`config.mk`:
```
export PLATFORM = sky130hd
export DESIGN_NAME = uht_host_status
export DESIGN_NICKNAME = d
export VERILOG_FILES = /design/src/hw/uht_pkg.sv /design/src/hw/uht_result.sv /design/src/hw/uht_host_status.sv
export SDC_FILE = /design/constraint.sdc
export NUM_CORES = 1
export LEC_CHECK = 0
export ABC_AREA = 1
export BUFFER_PORTS_ARGS = -buffer_cell sky130_fd_sc_hd__buf_2
export CELL_PAD_IN_SITES_DETAIL_PLACEMENT = 1
export CELL_PAD_IN_SITES_GLOBAL_PLACEMENT = 1
export CORE_AREA = 2 2 114 171
export CTS_CLUSTER_DIAMETER = 120
export DETAILED_ROUTE_END_ITERATION = 10
export DIE_AREA = 0 0 116 173
export GPL_TIMING_DRIVEN = 0
export PLACE_DENSITY_LB_ADDON = 0.15
export SLEW_MARGIN = 20
export SYNTH_ARGS = -nofsm -noshare
export SYNTH_HDL_FRONTEND = slang
export SYNTH_SLANG_ARGS = --single-unit
```
`constraint.sdc`:
```
create_clock -name clock -period 4.7 [get_ports clock]
set_input_delay 0.47 -clock clock [delete_from_list [all_inputs] [get_ports clock]]
set_output_delay 0.47 -clock clock [all_outputs]
set_load 0.02 [all_outputs]
```
`src/hw/uht_pkg.sv`:
```
package uht_pkg;

  // number of host ports served by this block
  localparam int UHT_HOSTS = 2;

  // register indices (byte address = 4 * index on the bus)
  localparam logic [15:0] UHT_IDX_CTRL   [UHT_HOSTS] = '{16'hC080, 16'hC0A0};
  localparam logic [15:0] UHT_IDX_COUNT  [UHT_HOSTS] = '{16'hC084, 16'hC0A4};
  localparam logic [15:0] UHT_IDX_SELECT [UHT_HOSTS] = '{16'hC086, 16'hC0A6};
  localparam logic [15:0] UHT_IDX_RESULT [UHT_HOSTS] = '{16'hC088, 16'hC0A8};

  // reset values
  localparam logic [15:0] UHT_RST_WORD   = 16'h0000;
  localparam logic [31:0] UHT_RST_RDATA  = 32'h0000_0000;
  localparam logic [9:0]  UHT_RST_COUNT  = 10'h000;
  localparam logic [7:0]  UHT_RST_SELECT = 8'h00;
  localparam logic [6:0]  UHT_RST_ADDR   = 7'h00;

  // transaction control bit positions
  localparam int UHT_CT_ARM  = 0;
  localparam int UHT_CT_ISO  = 4;
  localparam int UHT_CT_SYNC = 5;
  localparam int UHT_CT_SEQ  = 6;
  localparam int UHT_CT_PRE  = 7;

  // endpoint status bit positions
  localparam int UHT_ST_ACK   = 0;
  localparam int UHT_ST_ERR   = 1;
  localparam int UHT_ST_TMO   = 2;
  localparam int UHT_ST_TOG   = 3;
  localparam int UHT_ST_LENX  = 5;
  localparam int UHT_ST_NAK   = 6;
  localparam int UHT_ST_STALL = 7;
  localparam int UHT_ST_UNDER = 10;
  localparam int UHT_ST_OVER  = 11;

  // packet kind field codes in selector bits 7..4
  localparam logic [3:0] UHT_PID_SETUP = 4'hD;
  localparam logic [3:0] UHT_PID_IN    = 4'h9;
  localparam logic [3:0] UHT_PID_OUT   = 4'h1;
  localparam logic [3:0] UHT_PID_SOF   = 4'h5;
  localparam logic [3:0] UHT_PID_PRE   = 4'hC;
  localparam logic [3:0] UHT_PID_NAK   = 4'hA;
  localparam logic [3:0] UHT_PID_STALL = 4'hE;
  localparam logic [3:0] UHT_PID_DATA0 = 4'h3;
  localparam logic [3:0] UHT_PID_DATA1 = 4'hB;

  // upper fill of the length difference on an overflow
  localparam logic [5:0] UHT_OVF_FILL = 6'h3F;

  typedef enum logic [3:0] {
    UHT_K_SETUP,
    UHT_K_IN,
    UHT_K_OUT,
    UHT_K_SOF,
    UHT_K_PRE,
    UHT_K_NAK,
    UHT_K_STALL,
    UHT_K_DATA0,
    UHT_K_DATA1,
    UHT_K_OTHER
  } uht_kind_t;

endpackage

```
`src/hw/uht_result.sv`:
```
`timescale 1ns/1ns
`default_nettype none
module uht_result
  import uht_pkg::*;
(
  input  wire logic        clock,
  input  wire logic        rst,
  input  wire logic        iso,
  input  wire logic        ack_seen,
  input  wire logic        nak,
  input  wire logic        stall,
  input  wire logic        timeout,
  input  wire logic        error,
  input  wire logic        data_rx,
  input  wire logic        rx_toggle,
  input  wire logic [10:0] rx_len,
  input  wire logic [9:0]  exp_count,
  output logic      [15:0] status,
  output logic      [15:0] diff
);

  logic [15:0] exp16;
  logic [15:0] len16;
  logic [15:0] sub16;
  logic        over;
  logic        under;

  // length comparison against the 10-bit expected count
  assign exp16 = {6'h00, exp_count};
  assign len16 = {5'h00, rx_len};
  assign sub16 = exp16 - len16;
  assign over  = data_rx & (len16 > exp16);
  assign under = data_rx & (len16 < exp16);

  // status word assembly, reserved bits zero
  always_comb begin
    status = UHT_RST_WORD;
    status[UHT_ST_OVER]  = over;
    status[UHT_ST_UNDER] = under;
    status[UHT_ST_LENX]  = over | under;
    status[UHT_ST_STALL] = stall;
    status[UHT_ST_NAK]   = nak;
    status[UHT_ST_TOG]   = data_rx & rx_toggle & ~error;
    status[UHT_ST_TMO]   = timeout;
    status[UHT_ST_ERR]   = error;
    status[UHT_ST_ACK]   = iso ? ~(error | timeout | nak | stall)
                               : ack_seen;
  end

  // signed difference: negative fill on overflow, shortfall on underflow
  always_comb begin
    if (over) begin
      diff = {UHT_OVF_FILL, sub16[9:0]};
    end else if (under) begin
      diff = sub16;
    end else begin
      diff = UHT_RST_WORD;
    end
  end
endmodule
`default_nettype wire

```
`src/hw/uht_host_status.sv`:
```
// The Avalon-MM register port is this design's own decision.
`timescale 1ns/1ns
`default_nettype none
// Functional notes
// Overflow bit 11 set when last packet longer than expected count.
// Underflow bit 10 set when last packet shorter than expected count.
// Length-exception bit 5 set when received length differs either way.
// Software checks overflow and underflow only after length exception.
// Stall bit 7 set when the peripheral answered with STALL.
// NAK bit 6 set when the peripheral answered with NAK.
// Bit 3 records last received toggle, 1 for DATA1; valid with ack.
// Toggle bit forced low on a transaction error, error bit set.
// Software itself checks the data toggle sequence.
// Timeout bit 2 set when the peripheral answers too slowly.
// Error bit 1 for other failures; length faults leave it alone.
// Ack bit 0: ACK seen, or iso transaction completed successfully.
// Selector holds packet kind and endpoint for the next transaction.
// Kind codes: SETUP 1101, IN 1001, OUT 0001, SOF 0101.
// Kind codes: PRE 1100, NAK 1010, STALL 1110, DATA0 0011, DATA1 1011.
// ACK and NAK handshakes generated automatically, not from selector.
// Endpoint number from selector bits 3..0, sixteen endpoints.
// Count result holds expected count minus received length.
// Software trusts count result only with length exception, no error.
// Overflow reported as two's complement, bits 15..10 all ones.
// Underflow reported as full 16-bit count of missing bytes.
// Seven-bit target address in bits 6..0 used for next transaction.
// Software writes zero to reserved bits.
// Expected byte count is ten bits, limits and judges lengths.
// Arm bit clears itself when the armed transaction completes.
// Status bits and count result update together at completion.
module uht_host_status
  import uht_pkg::*;
(
  input  wire logic                  clock,
  input  wire logic                  rst,
  input  wire logic [15:0]           avs_address,
  input  wire logic                  avs_read,
  input  wire logic                  avs_write,
  input  wire logic [31:0]           avs_writedata,
  input  wire logic [3:0]            avs_byteenable,
  output logic      [31:0]           avs_readdata,
  output logic                       avs_waitrequest,
  output logic      [1:0]            eng_start,
  output logic      [1:0][3:0]       eng_pid,
  output var uht_kind_t [1:0]        eng_kind,
  output logic      [1:0][3:0]       eng_endpoint,
  output logic      [1:0][6:0]       eng_dev_addr,
  output logic      [1:0][9:0]       eng_count,
  output logic      [1:0]            eng_iso,
  output logic      [1:0]            eng_toggle,
  output logic      [1:0]            eng_preamble,
  output logic      [1:0]            eng_sync,
  output logic      [1:0]            eng_auto_hs,
  input  wire logic [1:0]            eng_done,
  input  wire logic [1:0]            eng_ack_seen,
  input  wire logic [1:0]            eng_nak,
  input  wire logic [1:0]            eng_stall,
  input  wire logic [1:0]            eng_timeout,
  input  wire logic [1:0]            eng_error,
  input  wire logic [1:0]            eng_data_rx,
  input  wire logic [1:0]            eng_rx_toggle,
  input  wire logic [1:0][10:0]      eng_rx_len
);

  ////////////////////////////////////////////////////////////////////////////

  logic              ack_reg;
  logic [31:0]       rdata_reg;
  logic [31:0]       rdata_next;
  logic              req;
  logic              wr_acc;
  logic [1:0]        arm_reg;
  logic [1:0]        iso_reg;
  logic [1:0]        sync_reg;
  logic [1:0]        seq_reg;
  logic [1:0]        pre_reg;
  logic [1:0]        start_reg;
  logic [9:0]        count_reg  [UHT_HOSTS];
  logic [7:0]        select_reg [UHT_HOSTS];
  logic [6:0]        daddr_reg  [UHT_HOSTS];
  logic [15:0]       status_reg [UHT_HOSTS];
  logic [15:0]       diff_reg   [UHT_HOSTS];
  uht_kind_t         kind_reg   [UHT_HOSTS];
  logic [15:0]       res_status [UHT_HOSTS];
  logic [15:0]       res_diff   [UHT_HOSTS];
  logic [15:0]       ctrl_new   [UHT_HOSTS];
  logic [15:0]       wr_word    [UHT_HOSTS];
  logic [1:0]        wr_ctrl;
  logic [1:0]        wr_count;
  logic [1:0]        wr_sel;
  logic [1:0]        wr_addr;
  logic [1:0]        arm_set;
  logic [1:0]        done_acc;

  // byte-lane merge of a 16-bit register with write data
  function automatic logic [15:0] merge(input logic [15:0] old,
                                        input logic [31:0] wd,
                                        input logic [3:0]  be);
    merge = old;
    if (be[0]) begin
      merge[7:0] = wd[7:0];
    end
    if (be[1]) begin
      merge[15:8] = wd[15:8];
    end
  endfunction

  // packet kind field decode
  function automatic uht_kind_t decode_kind(input logic [3:0] p);
    unique case (p)
      UHT_PID_SETUP: decode_kind = UHT_K_SETUP;
      UHT_PID_IN:    decode_kind = UHT_K_IN;
      UHT_PID_OUT:   decode_kind = UHT_K_OUT;
      UHT_PID_SOF:   decode_kind = UHT_K_SOF;
      UHT_PID_PRE:   decode_kind = UHT_K_PRE;
      UHT_PID_NAK:   decode_kind = UHT_K_NAK;
      UHT_PID_STALL: decode_kind = UHT_K_STALL;
      UHT_PID_DATA0: decode_kind = UHT_K_DATA0;
      UHT_PID_DATA1: decode_kind = UHT_K_DATA1;
      default:       decode_kind = UHT_K_OTHER;
    endcase
  endfunction

  // readable view of the control register
  function automatic logic [15:0] ctrl_view(input logic pre, input logic seq,
                                            input logic syn, input logic iso,
                                            input logic arm);
    ctrl_view = UHT_RST_WORD;
    ctrl_view[UHT_CT_PRE]  = pre;
    ctrl_view[UHT_CT_SEQ]  = seq;
    ctrl_view[UHT_CT_SYNC] = syn;
    ctrl_view[UHT_CT_ISO]  = iso;
    ctrl_view[UHT_CT_ARM]  = arm;
  endfunction

  ////////////////////////////////////////////////////////////////////////////

  // bus handshake: one wait cycle, answer on the second cycle
  assign req             = avs_read | avs_write;
  assign avs_waitrequest = req & ~ack_reg;
  assign wr_acc          = avs_write & ack_reg;
  assign avs_readdata    = rdata_reg;

  // wait-state flop
  always_ff @(posedge clock or posedge rst) begin
    if (rst) begin
      ack_reg <= 1'b0;
    end else begin
      ack_reg <= req & ~ack_reg;
    end
  end

  // address decode and write qualifiers per host
  always_comb begin
    for (int h = 0; h < UHT_HOSTS; h++) begin
      wr_ctrl[h]  = wr_acc && (avs_address == UHT_IDX_CTRL[h]);
      wr_count[h] = wr_acc && (avs_address == UHT_IDX_COUNT[h]);
      wr_sel[h]   = wr_acc && (avs_address == UHT_IDX_SELECT[h]);
      wr_addr[h]  = wr_acc && (avs_address == UHT_IDX_RESULT[h]);
      wr_word[h]  = merge(UHT_RST_WORD, avs_writedata, avs_byteenable);
      ctrl_new[h] = merge(ctrl_view(pre_reg[h], seq_reg[h], sync_reg[h],
                                    iso_reg[h], 1'b0),
                          avs_writedata, avs_byteenable);
      done_acc[h] = eng_done[h] & arm_reg[h];
      arm_set[h]  = wr_ctrl[h] & ctrl_new[h][UHT_CT_ARM]
                    & (~arm_reg[h] | done_acc[h]);
    end
  end

  // read mux; write-only registers share offsets with read-only ones
  always_comb begin
    rdata_next = UHT_RST_RDATA;
    for (int h = 0; h < UHT_HOSTS; h++) begin
      if (avs_address == UHT_IDX_CTRL[h]) begin
        rdata_next[15:0] = ctrl_view(pre_reg[h], seq_reg[h], sync_reg[h],
                                     iso_reg[h], arm_reg[h]);
      end
      if (avs_address == UHT_IDX_COUNT[h]) begin
        rdata_next[9:0] = count_reg[h];
      end
      if (avs_address == UHT_IDX_SELECT[h]) begin
        rdata_next[15:0] = status_reg[h];
      end
      if (avs_address == UHT_IDX_RESULT[h]) begin
        rdata_next[15:0] = diff_reg[h];
      end
    end
  end

  // read data captured in the wait cycle
  always_ff @(posedge clock or posedge rst) begin
    if (rst) begin
      rdata_reg <= UHT_RST_RDATA;
    end else if (avs_read && !ack_reg) begin
      rdata_reg <= rdata_next;
    end
  end

  ////////////////////////////////////////////////////////////////////////////

  // transaction control: arm launches, completion disarms, set wins
  always_ff @(posedge clock or posedge rst) begin
    if (rst) begin
      arm_reg   <= 2'b00;
      iso_reg   <= 2'b00;
      sync_reg  <= 2'b00;
      seq_reg   <= 2'b00;
      pre_reg   <= 2'b00;
      start_reg <= 2'b00;
    end else begin
      for (int h = 0; h < UHT_HOSTS; h++) begin
        start_reg[h] <= arm_set[h];
        if (wr_ctrl[h]) begin
          iso_reg[h]  <= ctrl_new[h][UHT_CT_ISO];
          sync_reg[h] <= ctrl_new[h][UHT_CT_SYNC];
          seq_reg[h]  <= ctrl_new[h][UHT_CT_SEQ];
          pre_reg[h]  <= ctrl_new[h][UHT_CT_PRE];
        end
        if (arm_set[h]) begin
          arm_reg[h] <= 1'b1;
        end else if (done_acc[h]) begin
          arm_reg[h] <= 1'b0;
        end
      end
    end
  end

  // expected count, selector and target address
  always_ff @(posedge clock or posedge rst) begin
    if (rst) begin
      for (int h = 0; h < UHT_HOSTS; h++) begin
        count_reg[h]  <= UHT_RST_COUNT;
        select_reg[h] <= UHT_RST_SELECT;
        daddr_reg[h]  <= UHT_RST_ADDR;
        kind_reg[h]   <= UHT_K_OTHER;
      end
    end else begin
      for (int h = 0; h < UHT_HOSTS; h++) begin
        if (wr_count[h]) begin
          count_reg[h] <= wr_word[h][9:0];
        end
        if (wr_sel[h]) begin
          select_reg[h] <= wr_word[h][7:0];
          kind_reg[h]   <= decode_kind(wr_word[h][7:4]);
        end
        if (wr_addr[h]) begin
          daddr_reg[h] <= wr_word[h][6:0];
        end
      end
    end
  end

  // result computation per host
  for (genvar g = 0; g < UHT_HOSTS; g++) begin : g_res
    uht_result u_res (
      .clock     (clock),
      .rst       (rst),
      .iso       (iso_reg[g]),
      .ack_seen  (eng_ack_seen[g]),
      .nak       (eng_nak[g]),
      .stall     (eng_stall[g]),
      .timeout   (eng_timeout[g]),
      .error     (eng_error[g]),
      .data_rx   (eng_data_rx[g]),
      .rx_toggle (eng_rx_toggle[g]),
      .rx_len    (eng_rx_len[g]),
      .exp_count (count_reg[g]),
      .status    (res_status[g]),
      .diff      (res_diff[g])
    );
  end

  // status and difference loaded together on completion
  always_ff @(posedge clock or posedge rst) begin
    if (rst) begin
      for (int h = 0; h < UHT_HOSTS; h++) begin
        status_reg[h] <= UHT_RST_WORD;
        diff_reg[h]   <= UHT_RST_WORD;
      end
    end else begin
      for (int h = 0; h < UHT_HOSTS; h++) begin
        if (done_acc[h]) begin
          status_reg[h] <= res_status[h];
          diff_reg[h]   <= res_diff[h];
        end
      end
    end
  end

  // serial engine request outputs straight from registers
  always_comb begin
    for (int h = 0; h < UHT_HOSTS; h++) begin
      eng_start[h]    = start_reg[h];
      eng_pid[h]      = select_reg[h][7:4];
      eng_kind[h]     = kind_reg[h];
      eng_endpoint[h] = select_reg[h][3:0];
      eng_dev_addr[h] = daddr_reg[h];
      eng_count[h]    = count_reg[h];
      eng_iso[h]      = iso_reg[h];
      eng_toggle[h]   = seq_reg[h];
      eng_preamble[h] = pre_reg[h];
      eng_sync[h]     = sync_reg[h];
      eng_auto_hs[h]  = ~iso_reg[h];
    end
  end

  for (genvar g = 0; g < UHT_HOSTS; g++) begin : g_chk

  end
endmodule
`default_nettype wire

```
==> results of run 1 <==
## report_power, final
group | switching (W) | internal [W] | leakage, nW
registers | 0.0000240 | 0.00113 | 1.66
logic | 0.000180 | 0.0000988 | 2.75
clock network | 0.000510 | 0.000917 | 0.306
total | 0.000714 | 0.00215 | 4.71
## final cells by class
class / count / area, um2
Buffer: 42 / 289
Clock buffer: 19 / 453
Clock inverter: 12 / 184
Fill cell: 2313 / 9690
Inverter: 102 / 393
Multi-Input combinational cell: 593 / 3170
Sequential cell: 126 / 3160
Tap cell: 252 / 315
Timing Repair Buffer: 158 / 818
## worst min-delay path by stage
stage / depth (start not counted) / end / start
CTS: 3 / status_reg[2]$_DFFE_PP0P_ / eng_timeout[1]
floorplan: 2 / status_reg[2]$_DFFE_PP0P_ / status_reg[2]$_DFFE_PP0P_
finish: 3 / status_reg[2]$_DFFE_PP0P_ / eng_timeout[1]
global placement: 1 / ack_reg$_DFF_PP0_ / ack_reg$_DFF_PP0_
global route: 3 / status_reg[2]$_DFFE_PP0P_ / eng_timeout[1]
detailed placement: 2 / eng_dev_addr[7]$_DFFE_PP0P_ / rst
## cell families after synthesis
family,share of synthesized area [%]
simple gates,25.2
xor+xnor,1.89
other cells,0.0540
flops,45.4
buf+inv,9.70
fa+ha+maj,5.08
compound gates,12.6
## stage by stage
step	setup WS, ns	area [um2]	hold WS (ns)	instances
6_report	2.31	8780	0.260	1304
5_1_grt	2.11	8780	0.267	1304
4_1_cts	2.30	8780	0.253	1304
3_5_place_dp	2.23	8140	0.426	1272
3_3_place_gp	-0.799	8100	0.458	1271
2_1_floorplan	0.881	7010	0.449	863
## synth_stat cells (12+ instances only)
master / number
nor2_1: 63
nand3_1: 50
a21oi_1: 20
ha_1: 25
nand2_1: 203
o21ai_1: 79
nand4_1: 12
buf_4: 21
o21ai_0: 17
inv_1: 89
o22ai_1: 15
xor2_1: 12
dfrtp_1: 122
## worst max-delay path, stage by stage (launching register included)
cell and delay [ns]:
dfrtp_1 0.43, inv_1 0.06, ha_1 0.24, fa_1 0.43, o21ai_2 0.27, nand3_1 0.15
nand4_1 0.26, nand2_1 0.16, inv_2 0.17, o21ai_1 0.09
## what timing repair did
item                                    in CTS  in global routing
endpoints found under the setup margin       0                  0
endpoints found under the hold margin       20                  0
hold buffers                                 1                  0
setup buffers                                0                  0
## metal layers
metal / routed length (um) / up-vias / GRT usage (%)
li1: - / 3126 / -
met1: 9620 / 3115 / 29.6
met2: 11600 / 171 / 40.7
met3: 1140 / 46 / 5.33
met5: 13 / - / 0
met4: 651 / 2 / 8.09
==> impl_metrics.yaml, run 1 <==
global_route:
  antenna_found_initial: 1
  grt_first_pass_wirelength_mm: 36.6
  grt.total_usage_pct: 23.9
  grt_max_degree: 103
  overflow: 0
  grt_pass1_vias: 6742
layout:
  layout.nets: 1161
  layout-drive-gt1-share_pct: 26.2
  layout_commonest_cell: "nand2_1"
  syn2layout_area_growth_pct: 26.4
  utilization_pct: 47.6
  largest_register_ffs: 24
  mostFrequentLayoutCells: "nand2_1 (203), buf_2 (165), dfrtp_1 (122)"
  antenna_cells: 0
routing:
  wl_per_cell_um: 17.6
  drc: 0
  vias: 6460
  routed_wirelength_mm: 23.0
  viasPerCell: 4.95
  firstDrtPassIters: 5
  antenna_left: 0
  drt-initial-drc-count: 279
critical_path:
  critPathCapture: "diff_reg[6]$_DFFE_PP0P_"
  cp.required_ns: 5.00
  r2r_slack_ns: 2.31
  startpoint: "eng_count[10]$_DFFE_PP0P_"
  reg2reg_depth: 9
  arrival_ns: 2.69
  r2r-start: "eng_count[10]$_DFFE_PP0P_"
  crit_path_max_fanout: 8
  worst_r2r_endpoint: "diff_reg[6]$_DFFE_PP0P_"
  critical_path_class: "flop to flop"
  start_kind: "flop"
  crit_path_end_kind: "flop"
synth:
  synth-edff-count: 0
  synth_area_per_cell_um2: 8.20
  synth-main-ff-cell: "dfrtp_1"
  syn_inst: 848
  yosys-top-cells-area: "dfrtp_1 (44%), nand2_1 (11%), o21ai_1 (5.7%), inv_1 (4.8%), ha_1 (4.5%)"
  yosysSeqAreaShare_pct: 45.4
  ys_types: 51
  netlist.area_leader.share_pct: 43.9
  synthArstFlopShare_pct: 100
  ys_seq_elements: 126
  yosysTopAreaCell: "dfrtp_1"
  yosysWarnings: 0
  synthesis.area_um2: 6950
cts:
  cts_buffers: 17
  root_buffer: "clkbuf_16"
  htree_levels: 4
  clkTransAtPathRegs_ns: 0.05
  clockBufferDepth: 2
  clk_latency_ns: 0.43
  post_cts_resized: 0
  cts_sinks: 126
  cts_tree: "done"
placement:
  gp_congestion: 0.871
  port_buffers: 156
  dp_hpwl_mm: 17.9
sta:
  finalCritPeriodShare_pct: 50.8
  final_max_slew_viol_count: 0
  worstMarginPinSlew_ns: 0.628
  period_needed_ns: 2.39
  hold_viol: 0
  finalSetupTns_ns: 0
  relSlewSlack_pct: 57.6
  rsz0062_at_grt: "false"
  clock-skew-final_ns: 0.00706
  setup_viol_count_final: 0
  fmax_mhz: 419
outcome:
  status: "finished, final reports clean"
power:
  leakage_nw: 4.71
  powerDensity_nw_per_um2: 326
  power_w: 0.00286
  ir_drop_v: 0.000219
floorplanning:
  dieArea_um2: 20100
  start_util_pct: 37.6
  ios: 197
  coreArea_um2: 18500
  die_x_um: 116
  row_count: 61
  die_y_um: 173
flow_run:
  drv_cap: 0
hold_path:
  hp-class: "input port to flop"
No activity file was read; power rests on OpenSTA's default activity.
==> run 2: changes to the inputs <==
clock period = 2.51 ns   (was 4.7 ns; I/O delays follow)
==> run 2 against run 1 <==
  * Cell area grew 0.60%
  * Global-route usage shrank 0.44 points
  * Clock power grew 76%
  * Combinational power grew 90%
  * Sequential power grew 87%
  * Total power grew 82%
==> impl_metrics.yaml, run 2 (synthesis gave the netlist of run 1 again) <==
global_route:
  grt.total_usage_pct: 23.5
  antenna_found_initial: 2
  overflow: 0
  grt_pass1_vias: 6799
  grt_max_degree: 34
  grt_first_pass_wirelength_mm: 36.1
sta:
  relSlewSlack_pct: 52.3
  finalCritPeriodShare_pct: 93.9
  hold_viol: 0
  final_max_slew_viol_count: 0
  setup_viol_count_final: 0
  worstMarginPinSlew_ns: 0.706
  finalSetupTns_ns: 0
  rsz0062_at_grt: "false"
  hold_slack_ns: 0.0419
  fmax_mhz: 424
  period_needed_ns: 2.36
  clock-skew-final_ns: 0.00741
layout:
  fin_cells: 1312
  layout.nets: 1167
  syn2layout_area_growth_pct: 27.1
  largest_register_ffs: 24
  seq_area_um2: 3160
  fillers: 2360
  mostFrequentLayoutCells: "nand2_1 (203), buf_2 (165), dfrtp_1 (122)"
  layout-drive-gt1-share_pct: 26.7
  multiInputGateArea_um2: 3170
  layout_commonest_cell: "nand2_1"
cts:
  post_cts_resized: 0
  htree_levels: 4
  clkTransAtPathRegs_ns: 0.06
  cts_tree: "done"
  cts_buffers: 17
  cts_sinks: 126
  root_buffer: "clkbuf_16"
  clockBufferDepth: 2
  clk_latency_ns: 0.42
routing:
  wl_met2_mm: 11.7
  wl_per_cell_um: 17.4
  routed.top_layer: "met5"
  wl_met1_mm: 9.55
  wl_met3_mm: 1.02
  viasPerCell: 4.92
  drt-initial-drc-count: 177
  routed_wirelength_mm: 22.8
  drc: 0
  antenna_left: 0
  firstDrtPassIters: 4
  vias: 6454
critical_path:
  critical_path_class: "flop to flop"
  worst_r2r_endpoint: "diff_reg[23]$_DFFE_PP0P_"
  cp.required_ns: 2.81
  crit_path_max_fanout: 4
  crit_slowest_cell: "dfrtp_1"
  r2r_slack_ns: 0.15
  max_stage_delay_ns: 0.43
  r2r-start: "eng_count[0]$_DFFE_PP0P_"
  crit_buf_inv: 2
  reg2reg_depth: 11
  path_delay_family: "adder cells"
  crit_chain: "inv_1 -> ha_1 -> fa_1 -> o21ai_2 -> nand3_1 -> o211ai_1 -> nor2_2 -> nor2_4 -> inv_2 -> nand2_1 -> o21ai_1"
  path_depth: 11
  start_kind: "flop"
  startpoint: "eng_count[0]$_DFFE_PP0P_"
  critPathCapture: "diff_reg[23]$_DFFE_PP0P_"
  crit_path_end_kind: "flop"
  arrival_ns: 2.66
power:
  switching_share_pct: 26.1
  ir_drop_v: 0.000420
  leakage_nw: 4.73
  powerDensity_nw_per_um2: 589
  netSwitchingPower_w: 0.00136
  power_frac_seq_pct: 41.6
  comb_power_share_pct: 10.2
  p_clk_share_pct: 48.2
  internal_power_w: 0.00385
floorplanning:
  die_y_um: 173
  coreArea_um2: 18500
  ios: 197
  start_util_pct: 37.6
  row_count: 61
  die_x_um: 116
  dieArea_um2: 20100
hold_path:
  hp-class: "input port to flop"
placement:
  gp_congestion: 0.860
  post-place-cells: 1275
  port_buffers: 156
  dp_hpwl_mm: 18.0
flow_run:
  drv_cap: 0
outcome:
  status: "finished, final reports clean"
[run 2: cell types whose count changed in the layout (fill, tap and decap cells not counted)]
cell / delta
inv_6: +3
bufinv_16: -2
buf_16: -1
inv_8: -1
clkinvlp_4: +1
buf_12: +5
buf_4: +2
diode_2: +1
[run 2: worst min path at each step]
stage / depth (start not counted) / slack (ns) / start / to
finish: 3 / 0.04 / eng_stall[1] / status_reg[7]$_DFFE_PP0P_
global route: 3 / 0.05 / eng_timeout[1] / status_reg[2]$_DFFE_PP0P_
CTS: 3 / 0.03 / eng_timeout[1] / status_reg[2]$_DFFE_PP0P_
detailed placement: 2 / 0.27 / rst / status_reg[7]$_DFFE_PP0P_
global placement: 1 / 0.46 / ack_reg$_DFF_PP0_ / ack_reg$_DFF_PP0_
floorplan: 1 / 0.35 / eng_done[0] / arm_reg[0]$_DFFE_PP0P_
[run 2: power by group through the flow]
stage	Sequential [W]	Combinational [W]	Clock, W
detailed placement	0.00220	0.000534	0
finish	0.00217	0.000529	0.00251
global placement	0.00220	0.000509	0
global route	0.00218	0.000595	0.00264
floorplan	0.00220	0.000318	0
CTS	0.00217	0.000537	0.00255
[run 2: final cells by class]
class | instances | share of cell area, %
buffer | 42 | 3.27
timing repair buffer | 164 | 10.3
inverter | 102 | 4.40
clock buffer | 19 | 5.13
clock inverter | 13 | 1.70
antenna | 1 | 0.0283
sequential | 126 | 35.7
multi-input combinational | 593 | 35.9
tap | 252 | 3.57
[run 2: routing by layer]
layer	global-route usage, %	vias up
met3	5.05	38
met4	7.49	4
li1	-	3149
met1	29.2	3108
met2	40.1	155
met5	0	-
[run 2: per-stage QoR]
stage	instance area, um2	util, %	worst slack, ns	total power (W)
floorplan	7010	-	0.393	0.00252
global placement	8110	43.9	-0.209	0.00271
detailed placement	8190	44.3	0.104	0.00274
CTS	8800	47.6	0.0955	0.00526
global route	8830	47.8	0.0340	0.00541
finish	8840	47.8	0.153	0.00521
[run 2: timing repair]
| item | CTS | global route |
|---|---|---|
| endpoints found under the setup margin | 0 | 11 |
| buffers inserted | 0 | 3 |
| endpoints found under the hold margin | 12 | 0 |
| hold buffers | 1 | 0 |
[run 2: worst reg2reg max path, cell delays in order (launching register included)]
cell and delay (ns):
dfrtp_1 0.43, inv_1 0.07, ha_1 0.24, fa_1 0.43, o21ai_2 0.27, nand3_1 0.10
o211ai_1 0.16, nor2_2 0.11, nor2_4 0.19, inv_2 0.06, nand2_1 0.10, o21ai_1 0.08
